===== src/pkg/thtrig_defines.svh =====
`ifndef THTRIG_DEFINES_SVH
`define THTRIG_DEFINES_SVH

// clock and gate timing
`define THT_CLK_HZ 20000000
`define THT_GATE_STEP_MS 50
`define THT_GATE_STEP_CYCLES ((`THT_CLK_HZ / 1000) * `THT_GATE_STEP_MS)
`define THT_GATE_UNITS_MIN 11'h001
`define THT_GATE_UNITS_MAX 11'h7CF

// value ranges
`define THT_FREQ_THR_MAX 14'h270F
`define THT_PULSE_MAX 17'h1FFFF
`define THT_ANALOG_FULL 10'h3E8
`define THT_GAIN_MAX 11'h3E8
`define THT_OFFSET_MAX 11'sh3E7
`define THT_OFFSET_MIN (-11'sh3E7)
`define THT_ATHR_MAX 16'sh4E16
`define THT_ATHR_MIN (-16'sh4E16)
`define THT_GAIN_DIV 24'sh000064

// reset values
`define THT_RST_COUNT 20'h00000
`define THT_RST_UNITS 11'h000
`define THT_RST_PULSES 17'h00000
`define THT_RST_SCALED 16'sh0000
`define THT_RST_DIFF 17'sh00000

`endif


===== src/pkg/thtrig_pkg.sv =====
package thtrig_pkg;

    typedef struct packed {
        logic [19:0] step_cnt;
        logic [10:0] unit_cnt;
        logic [16:0] pulse_cnt;
        logic [16:0] pulse_total;
        logic cnt_prev;
        logic gate_done;
        logic freq_sw;
        logic signed [15:0] trig_scaled;
        logic trig_sw;
        logic signed [15:0] cmp_scaled_x;
        logic signed [15:0] cmp_scaled_y;
        logic signed [16:0] cmp_diff;
        logic cmp_sw;
    } thtrig_state_t;

endpackage : thtrig_pkg


===== src/core/thtrig_top.sv =====
`timescale 1ns/100ps
`include "thtrig_defines.svh"

// Contract
// - count pulses on the count input across each gate interval; total is the frequency.
// - frequency output goes high when total exceeds both on and off thresholds.
// - frequency output goes low when total equals or drops below off threshold.
// - frequency thresholds cover the whole range 0 to 9999.
// - gate interval settable from 50 ms to 99.95 s.
// - reported measurement is the raw pulse total of one gate interval.
// - analog readings use the linear scale 0 to 1000 for 0 to 10 V.
// - gain in percent up to 1000, signed offset up to magnitude 999.
// - analog trigger thresholds are signed, magnitude up to 19990, against scaled value.
// - analog trigger adds offset to reading first, then multiplies by gain.
// - analog trigger output set when scaled value rises above on threshold.
// - analog trigger output cleared when scaled value falls below off threshold.
// - comparator output one when scaled difference of two inputs exceeds threshold.
// - comparator offsets and scales both inputs, subtracts, clears output otherwise.

module thtrig_top #(
    parameter int unsigned GATE_STEP_CYCLES = `THT_GATE_STEP_CYCLES
) (
    // clock and reset
    input wire logic clk,
    input wire logic rst,

    // frequency trigger
    input wire logic count_in,
    input wire logic [13:0] freq_on_threshold,
    input wire logic [13:0] freq_off_threshold,
    input wire logic [10:0] gate_units,
    output logic [16:0] measured_pulse_total,
    output logic gate_done,
    output logic freq_switch,

    // analog trigger
    input wire logic [9:0] analog_channel_one,
    input wire logic [10:0] trig_gain,
    input wire logic signed [10:0] trig_offset,
    input wire logic signed [15:0] trig_on_threshold,
    input wire logic signed [15:0] trig_off_threshold,
    output logic signed [15:0] trig_scaled,
    output logic trig_switch,

    // analog comparator
    input wire logic [9:0] analog_input_x,
    input wire logic [9:0] analog_input_y,
    input wire logic [10:0] cmp_gain,
    input wire logic signed [10:0] cmp_offset,
    input wire logic signed [16:0] cmp_threshold,
    output logic signed [16:0] cmp_diff,
    output logic cmp_switch
);

    // ********************************************************************
    // range limiting helpers
    // ********************************************************************

    // readings above full scale are pinned so scaling never exceeds its range
    function automatic logic [9:0] thtrig_clip_analog(input logic [9:0] raw);
        logic [9:0] res;
        res = raw;
        if (raw > `THT_ANALOG_FULL) begin
            res = `THT_ANALOG_FULL;
        end
        return res;
    endfunction : thtrig_clip_analog

    function automatic logic [10:0] thtrig_clip_gain(input logic [10:0] raw);
        logic [10:0] res;
        res = raw;
        if (raw > `THT_GAIN_MAX) begin
            res = `THT_GAIN_MAX;
        end
        return res;
    endfunction : thtrig_clip_gain

    function automatic logic signed [10:0] thtrig_clip_offset(input logic signed [10:0] raw);
        logic signed [10:0] res;
        res = raw;
        if (raw > `THT_OFFSET_MAX) begin
            res = `THT_OFFSET_MAX;
        end else if (raw < `THT_OFFSET_MIN) begin
            res = `THT_OFFSET_MIN;
        end
        return res;
    endfunction : thtrig_clip_offset

    function automatic logic signed [15:0] thtrig_clip_athr(input logic signed [15:0] raw);
        logic signed [15:0] res;
        res = raw;
        if (raw > `THT_ATHR_MAX) begin
            res = `THT_ATHR_MAX;
        end else if (raw < `THT_ATHR_MIN) begin
            res = `THT_ATHR_MIN;
        end
        return res;
    endfunction : thtrig_clip_athr

    function automatic logic [13:0] thtrig_clip_fthr(input logic [13:0] raw);
        logic [13:0] res;
        res = raw;
        if (raw > `THT_FREQ_THR_MAX) begin
            res = `THT_FREQ_THR_MAX;
        end
        return res;
    endfunction : thtrig_clip_fthr

    // ********************************************************************
    // offset then gain scaling
    // ********************************************************************

    // worst case (1000 + 999) * 1000 = 1999000 fits a 24-bit signed product;
    // the quotient by 100 stays within +-19990 and so within 16 bits
    function automatic logic signed [15:0] thtrig_scale(
        input logic [9:0] reading,
        input logic signed [10:0] offset,
        input logic [10:0] gain
    );
        logic signed [11:0] sum;
        logic signed [23:0] prod;
        logic signed [23:0] quot;
        sum = $signed({2'b00, reading}) + 12'(offset);
        prod = 24'(sum) * $signed({13'h0000, gain});
        quot = prod / `THT_GAIN_DIV;
        return quot[15:0];
    endfunction : thtrig_scale

    // ********************************************************************
    // conditioned settings
    // ********************************************************************

    logic [9:0] ain_trig;
    logic [9:0] ain_x;
    logic [9:0] ain_y;
    logic [10:0] gain_trig;
    logic [10:0] gain_cmp;
    logic signed [10:0] offs_trig;
    logic signed [10:0] offs_cmp;
    logic signed [15:0] thr_on_trig;
    logic signed [15:0] thr_off_trig;
    logic [13:0] thr_on_freq;
    logic [13:0] thr_off_freq;
    logic [10:0] gate_len;
    logic [19:0] step_last;

    assign ain_trig = thtrig_clip_analog(analog_channel_one);
    assign ain_x = thtrig_clip_analog(analog_input_x);
    assign ain_y = thtrig_clip_analog(analog_input_y);
    assign gain_trig = thtrig_clip_gain(trig_gain);
    assign gain_cmp = thtrig_clip_gain(cmp_gain);
    assign offs_trig = thtrig_clip_offset(trig_offset);
    assign offs_cmp = thtrig_clip_offset(cmp_offset);
    assign thr_on_trig = thtrig_clip_athr(trig_on_threshold);
    assign thr_off_trig = thtrig_clip_athr(trig_off_threshold);
    assign thr_on_freq = thtrig_clip_fthr(freq_on_threshold);
    assign thr_off_freq = thtrig_clip_fthr(freq_off_threshold);
    assign step_last = 20'(GATE_STEP_CYCLES - 1);

    // gate length in 50 ms steps, pinned to 1..1999 (50 ms to 99.95 s)
    always_comb begin
        gate_len = gate_units;
        if (gate_units < `THT_GATE_UNITS_MIN) begin
            gate_len = `THT_GATE_UNITS_MIN;
        end else if (gate_units > `THT_GATE_UNITS_MAX) begin
            gate_len = `THT_GATE_UNITS_MAX;
        end
    end

    // ********************************************************************
    // state update
    // ********************************************************************

    thtrig_pkg::thtrig_state_t st_q;
    thtrig_pkg::thtrig_state_t st_d;

    logic pulse_edge;
    logic step_end;
    logic gate_end;
    logic [16:0] pulse_final;

    assign pulse_edge = count_in & ~st_q.cnt_prev;
    assign step_end = (st_q.step_cnt >= step_last);
    // a changed gate length takes effect at once; a shortened gate ends at the end of the current step
    assign gate_end = step_end && (st_q.unit_cnt >= (gate_len - 11'h001));

    // an edge in the closing cycle belongs to the interval that is closing
    always_comb begin
        pulse_final = st_q.pulse_cnt;
        if (pulse_edge && (st_q.pulse_cnt != `THT_PULSE_MAX)) begin
            pulse_final = st_q.pulse_cnt + 17'h00001;
        end
    end

    always_comb begin
        st_d = st_q;
        st_d.cnt_prev = count_in;
        st_d.gate_done = 1'b0;

        // gate timebase
        if (step_end) begin
            st_d.step_cnt = `THT_RST_COUNT;
            st_d.unit_cnt = st_q.unit_cnt + 11'h001;
        end else begin
            st_d.step_cnt = st_q.step_cnt + 20'h00001;
        end

        if (gate_end) begin
            st_d.unit_cnt = `THT_RST_UNITS;
            st_d.pulse_cnt = `THT_RST_PULSES;
            st_d.pulse_total = pulse_final;
            st_d.gate_done = 1'b1;
            // switching judged on the interval just closed, never mid-gate
            if ((pulse_final > {3'b000, thr_on_freq}) && (pulse_final > {3'b000, thr_off_freq})) begin
                st_d.freq_sw = 1'b1;
            end else if (pulse_final <= {3'b000, thr_off_freq}) begin
                st_d.freq_sw = 1'b0;
            end
        end else begin
            st_d.pulse_cnt = pulse_final;
        end

        // analog trigger: one cycle of scaling, comparison on the registered value
        st_d.trig_scaled = thtrig_scale(ain_trig, offs_trig, gain_trig);
        if (st_q.trig_scaled > thr_on_trig) begin
            st_d.trig_sw = 1'b1;
        end else if (st_q.trig_scaled < thr_off_trig) begin
            st_d.trig_sw = 1'b0;
        end

        // analog comparator: scale both, subtract, then compare
        st_d.cmp_scaled_x = thtrig_scale(ain_x, offs_cmp, gain_cmp);
        st_d.cmp_scaled_y = thtrig_scale(ain_y, offs_cmp, gain_cmp);
        st_d.cmp_diff = 17'(st_q.cmp_scaled_x) - 17'(st_q.cmp_scaled_y);
        st_d.cmp_sw = (st_q.cmp_diff > cmp_threshold);
    end

    always_ff @(posedge clk) begin
        if (rst) begin
            st_q.step_cnt <= `THT_RST_COUNT;
            st_q.unit_cnt <= `THT_RST_UNITS;
            st_q.pulse_cnt <= `THT_RST_PULSES;
            st_q.pulse_total <= `THT_RST_PULSES;
            st_q.cnt_prev <= 1'b0;
            st_q.gate_done <= 1'b0;
            st_q.freq_sw <= 1'b0;
            st_q.trig_scaled <= `THT_RST_SCALED;
            st_q.trig_sw <= 1'b0;
            st_q.cmp_scaled_x <= `THT_RST_SCALED;
            st_q.cmp_scaled_y <= `THT_RST_SCALED;
            st_q.cmp_diff <= `THT_RST_DIFF;
            st_q.cmp_sw <= 1'b0;
        end else begin
            st_q <= st_d;
        end
    end

    // ********************************************************************
    // outputs
    // ********************************************************************

    assign measured_pulse_total = st_q.pulse_total;
    assign gate_done = st_q.gate_done;
    assign freq_switch = st_q.freq_sw;
    assign trig_scaled = st_q.trig_scaled;
    assign trig_switch = st_q.trig_sw;
    assign cmp_diff = st_q.cmp_diff;
    assign cmp_switch = st_q.cmp_sw;

endmodule : thtrig_top


===== config.mk =====
export PLATFORM = sky130hd
export DESIGN_NAME = thtrig_top
export DESIGN_NICKNAME = d
export VERILOG_FILES = /design/src/pkg/thtrig_pkg.sv /design/src/core/thtrig_top.sv
export VERILOG_INCLUDE_DIRS = /design/src /design/src/pkg
export SDC_FILE = /design/constraint.sdc
export NUM_CORES = 2
export LEC_CHECK = 0
export BUFFER_PORTS_ARGS = -buffer_cell sky130_fd_sc_hd__buf_2
export CAP_MARGIN = 20
export CORE_MARGIN = 3
export CORE_UTILIZATION = 53
export DETAILED_ROUTE_END_ITERATION = 6
export PLACE_DENSITY = 0.71
export SLEW_MARGIN = 10
export SYNTH_ARGS = -nofsm -noshare
export SYNTH_HDL_FRONTEND = slang
export SYNTH_SLANG_ARGS = --single-unit

===== constraint.sdc =====
create_clock -name clk -period 31.3 [get_ports clk]
set_input_delay 7.825 -clock clk [delete_from_list [all_inputs] [get_ports clk]]
set_output_delay 7.825 -clock clk [all_outputs]
set_load 0.02 [all_outputs]

[Word-level counts from Yosys, hierarchy flattened]
Cells that the tools add are included.
Word-level totals
  bits in latches: 0
  bits in read-only memories: 0
  output and inout port bits: 54
  word-level logic and storage cells: 86
  RAM bits: 0
  input bits: 165
  memories kept: 0
  bits in registers: 135
Cells by class
  multiply operators: 3
  $add $sub $neg: 8
  divide/modulo/power cells: 3
  shifts and indexed selects: 0
  muxes and demuxes: 23
  $lt $le $gt $ge: 25
  reduce and logical (&&, ||, !) cells: 8
  equal/unequal tests: 1
  bitwise operators: 2
Operators by type and width (count)
  $mux W11: 8
  $div A24 B8 Y24 const B: 3
  $mul A12 B12 Y24: 3
  $mux W16: 4
  $add A11 B11 Y12: 3
  $gt A17 B14 Y1: 2
  $gt A11 B11 Y1 const B: 3
  $gt A16 B16 Y1 const B: 2
  $lt A16 B16 Y1 const B: 2
  $gt A10 B10 Y1 const B: 3
  $mux W10: 3
  $gt A14 B14 Y1 const B: 2
  $mux W14: 2
  $gt A11 B10 Y1 const B: 2
  $lt A11 B11 Y1 const B: 2
  $add A20 B1 Y20 const B: 1
  $ge A20 B20 Y1 const B: 1
  $add A17 B1 Y17 const B: 1
  $gt A17 B17 Y1: 1
  $le A17 B14 Y1: 1
  $mux W17: 1
  $ne A17 B17 Y1 const B: 1
  $sub A16 B16 Y17: 1
  $gt A16 B16 Y1: 1
  other kinds (13): 20

[Longest topological paths before layout]
  word-level depth: 8
  depth in mapped cells: 92

[Least setup slack after synthesis]
OpenSTA, ideal clock, no wires.
  path type: input to register
  from: input cmp_offset[1]
  to: register st_q[42] (netlist bit)
  data arrival time: 26.989 ns
  stages on the path: 82
  setup slack: 4.196 ns
  required time: 31.186 ns
  cells stage by stage: o311ai_0 -> a41o_1 -> ha_1 -> clkbuf_1 -> o21ai_0 -> ha_1 -> a21oi_1 -> o21ai_0 -> a221oi_1 -> o21bai_1 -> a21oi_1 -> o21bai_1 -> a21oi_1 -> nor2b_1 -> nor3_1 -> nand2_1 -> fa_1 -> inv_1 -> (+46 left out) -> o22ai_2 -> a21oi_4 -> a221o_1 -> and3_4 -> nor4_1 -> maj3_2 -> o211ai_1 -> maj3_2 -> xnor2_2 -> a21oi_1 -> o21ai_1 -> nand2_1 -> ha_1 -> and2_0 -> clkbuf_1 -> a31oi_1 -> xor2_1 -> nor2_1
Between the ends
  longest elaborated chain between the ends: 6
  elaborated cells on any way between the ends: 7
  classes of those cells: add/sub: 1; mul: 1; div: 1; order compare: 2; mux: 2
RTL lines
  start, declared: line thtrig_top.sv:49  | input wire logic signed [10:0] cmp_offset,
  $lt A11 B11 Y1 (no source line)
  $mux W11: line thtrig_top.sv:83  | end else if (raw < `THT_OFFSET_MIN) begin
  $mux W11 (*): line thtrig_top.sv:81  | if (raw > `THT_OFFSET_MAX) begin
  $add A11 B11 Y12 (*): line thtrig_top.sv:123  | sum = $signed({2'b00, reading}) + 12'(offset);
  $mul A12 B12 Y24 (*): line thtrig_top.sv:124  | prod = 24'(sum) * $signed({13'h0000, gain});
  $div A24 B8 Y24 (no source line) (*)
  end signal, assigned: line thtrig_top.sv:254  | st_q <= st_d;
  end, declared: line thtrig_top.sv:174  | thtrig_pkg::thtrig_state_t st_q;
Mark *: on every way between the ends. The rest lies on a longest branch, timed or not.
A chain may end at the register's enable or synchronous reset.

[Final worst setup path]
Same ends and word-level chain as after synthesis.

==> implementation parameters <==
Parameter                              Value

Logic synthesis
  Share of synthesized registers carrying an async set or reset    0
  Leading register cell type out of synthesis    sky130_fd_sc_hd__dfxtp_1
  Total number of yosys warnings    0
  Number of synthesized register bits    135
  Mean area per synthesized cell    7.73 um^2
  Sequential cell area fraction in the yosys report    0.0672
  Post-synth EDFFs    0
  Area of the mapped netlist    40200 um^2
  Number of cells produced by synthesis    5208
  Synth cell types    168

Timing
  Total Neg Setup Slack    0 ns
  Max-slew violation total from the final report    0
  Final hold violations    0
  Worst hold slack    0.459 ns
  Measured slew at the worst slew-check pin    1.12 ns
  Max frequency    33.8 MHz
  Setup violation total in the final timing report    0
  Headroom to the max-slew limit    0.247
  Setup Skew    0.0189 ns
  Post-route clock period utilization    0.946
  Final critical path time including I/O delays and setup    29.60 ns
  RSZ-0062 raised after global routing    no

Worst setup path
  CP startpoint    cmp_offset[1]
  Critical path capture point    st_q[42]
  CP endpoint kind    flip-flop
  FF-to-FF path depth    29
  Highest-delay cell along the critical path    sky130_fd_sc_hd__xor2_1
  Reg-to-reg critical path startpoint    st_q[97]
  Maximum single-stage delay on the critical path    0.78 ns
  Data arrival, critical path    29.87 ns
  Worst reg2reg setup slack    26.26 ns
  Critical path class    in -> reg
  Worst Setup Start Kind    primary input
  Cell occurring most often along the worst timing path    sky130_fd_sc_hd__fa_1
  Data required time of the worst path    31.58 ns
  Reg-to-reg endpoint    freq_switch
  Crit-path max FO    35

Global route
  First-pass GRT wire length    172 mm
  Pin count of the biggest net entering global routing    72
  Total global-route track usage    0.254
  Number of antenna violations at the first check in global routing    2
  Grt total ovfl    0
  Number of global-route vias before repair    35200

Clock network
  Hold-fix buffer count after cts    0
  H-tree Lvls    4
  Number of clock sinks    135
  Cell at the root of the clock tree    sky130_fd_sc_hd__clkbuf_16
  Longest Clk Path Bufs    2
  Number of clock buffers inserted by TritonCTS    17
  CTS tree    built
  Worst-Skew Late Latency    0.43 ns
  Clock slew seen by the registers of the worst setup and hold paths    0.06 ns

Floorplanning
  Die X    282 um
  Row Count    100
  Initial core utilization    0.538
  Top-level I/O count    219
  Height of the chip    282 um
  Die Area    79300 um^2
  Core outline area    74800 um^2

Cells and area
  Post-route design area    42300 um^2
  Most frequent cells in the layout    sky130_fd_sc_hd__inv_1 (653), sky130_fd_sc_hd__nand2_1 (499), sky130_fd_sc_hd__nor2_1 (461)
  Count of placed standard cells in the final layout, fillers left out    6276
  Area growth, synth to finish    5.05%
  Final-stage net count    6134
  Most common cell after layout, fill and taps aside    sky130_fd_sc_hd__inv_1
  Share of post-route cells with drive strength above 1    0.106

Placement
  Post-DP HPWL    85.0 mm
  Final Wtd Congestion    0.938
  Placed cell count    6240
  PortBufs    218
  Cell area reported after detailed placement    41600 um^2

Detailed routing
  DRT antenna net count    0
  Avg Vias per Cell    5.90
  Average detailed-routed wire length per instance    16.4 um
  DRC violation total after the first TritonRoute iteration    2539
  Vias    37100
  Count of TritonRoute iterations in the first routing pass    7
  Total wire length    103 mm
  Total DRC errors in the routed layout    0

Flow run
  Max_cap viols    0

Outcome
  Status    finished clean

Worst hold path
  Worst min path class    reg -> reg
[registers in the layout, indices dropped and copies added, names as in the netlist]
register and count:
freq_switch 1, st_q 81, gate_done 1, measured_pulse_total 17
trig_switch 1, cmp_diff 17, cmp_switch 1, trig_scaled 16
[worst max-delay path: cells and delay by family]
family | cells | cell delay (ns)
mux | 1 | 0.37
buf+inv | 4 | 0.30
xor+xnor | 5 | 1.97
compound gates | 39 | 9.72
simple gates | 17 | 4.93
fa+ha+maj | 11 | 4.73
[worst min-delay path by stage]
| stage | start | endpoint | slack [ns] | cells past startpoint |
|---|---|---|---|---|
| finish | st_q[115] | st_q[115] | 0.46 | 1 |
| global route | st_q[115] | st_q[115] | 0.50 | 1 |
| CTS | st_q[115] | st_q[115] | 0.46 | 1 |
| detailed placement | st_q[115] | st_q[115] | 0.45 | 1 |
| global placement | st_q[115] | st_q[115] | 0.45 | 1 |
| floorplan | st_q[115] | st_q[115] | 0.43 | 1 |
[logic make-up (layout without fill, tap and decap cells)]
| logic type | after synthesis | in the layout | synth area share |
|---|---|---|---|
| simple gates | 1755 | 1755 | 0.215 |
| compound gates | 1311 | 1311 | 0.239 |
| buf+inv | 867 | 926 | 0.0917 |
| fa+ha+maj | 699 | 699 | 0.285 |
| xor+xnor | 392 | 392 | 0.0897 |
| flops | 135 | 135 | 0.0672 |
| mux | 47 | 47 | 0.0127 |
| other cells | 2 | 42 | 0.000187 |
[cell usage after synthesis, types with 23 or more instances]
master                        n  area (um^2)
sky130_fd_sc_hd__o2111ai_1   23          201
sky130_fd_sc_hd__xor2_1     127         1110
sky130_fd_sc_hd__nand2b_1    60          375
sky130_fd_sc_hd__o211ai_1    47          353
sky130_fd_sc_hd__or2_2       27          169
sky130_fd_sc_hd__a22oi_1     23          173
sky130_fd_sc_hd__nor2b_1     69          432
sky130_fd_sc_hd__clkbuf_1   104          390
sky130_fd_sc_hd__ha_1       310         3880
sky130_fd_sc_hd__nor3_1     105          526
sky130_fd_sc_hd__and2_1      91          569
sky130_fd_sc_hd__nor4_1      36          225
sky130_fd_sc_hd__a31oi_1     52          325
sky130_fd_sc_hd__inv_1      653         2450
sky130_fd_sc_hd__nand3_1    123          616
sky130_fd_sc_hd__dfxtp_1    135         2700
sky130_fd_sc_hd__a211oi_1    62          465
sky130_fd_sc_hd__xnor2_1    247         2160
sky130_fd_sc_hd__nand2_1    499         1870
sky130_fd_sc_hd__a21oi_1    285         1430
sky130_fd_sc_hd__o31ai_1     29          218
sky130_fd_sc_hd__or3_1       35          219
sky130_fd_sc_hd__a21o_1      84          631
sky130_fd_sc_hd__o21a_1      44          330
sky130_fd_sc_hd__mux2i_1     28          280
sky130_fd_sc_hd__o21ai_0    192          961
sky130_fd_sc_hd__nor2_1     461         1730
sky130_fd_sc_hd__o21bai_1    23          173
sky130_fd_sc_hd__buf_4       57          428
sky130_fd_sc_hd__nand4_1     47          294
sky130_fd_sc_hd__o21ai_1     33          165
sky130_fd_sc_hd__fa_1       368         7370
sky130_fd_sc_hd__and3_1      58          363
[metrics by stage]
| step | utilization | setup WS, ns |
|---|---|---|
| after floorplan | - | 4.20 |
| after global placement | 0.556 | 1.71 |
| after detailed placement | 0.556 | 1.26 |
| after CTS | 0.564 | 1.63 |
| after global routing | 0.565 | 0.0584 |
| final | 0.565 | 1.70 |
[cell type report]
cell class / instances / area (um^2)
fill: 7049 / 32500
antenna: 3 / 7.51
clock inverter: 15 / 174
tap: 969 / 1210
inverter: 653 / 2450
sequential: 135 / 2700
timing repair buffer: 241 / 1270
multi-input combinational: 4243 / 34000
clock buffer: 17 / 425
[routing by layer]
metal / vias up / part of all wire / GRT usage
met5: - / 0 / 0
met4: 0 / 0.025 / 0.0650
met3: 155 / 0.053 / 0.0173
met2: 1149 / 0.46 / 0.428
met1: 17600 / 0.46 / 0.356
li1: 18200 / - / -
[timing repair]
| item | CTS | global route |
|---|---|---|
| buffers inserted | 0 | 0 |
| resized for setup | 0 | 5 |
| endpoints found under the setup margin | 0 | 16 |
Power is left out: the tool's default activity adds up to more than one toggle a clock period on the data nets, which glitch-free logic cannot reach.
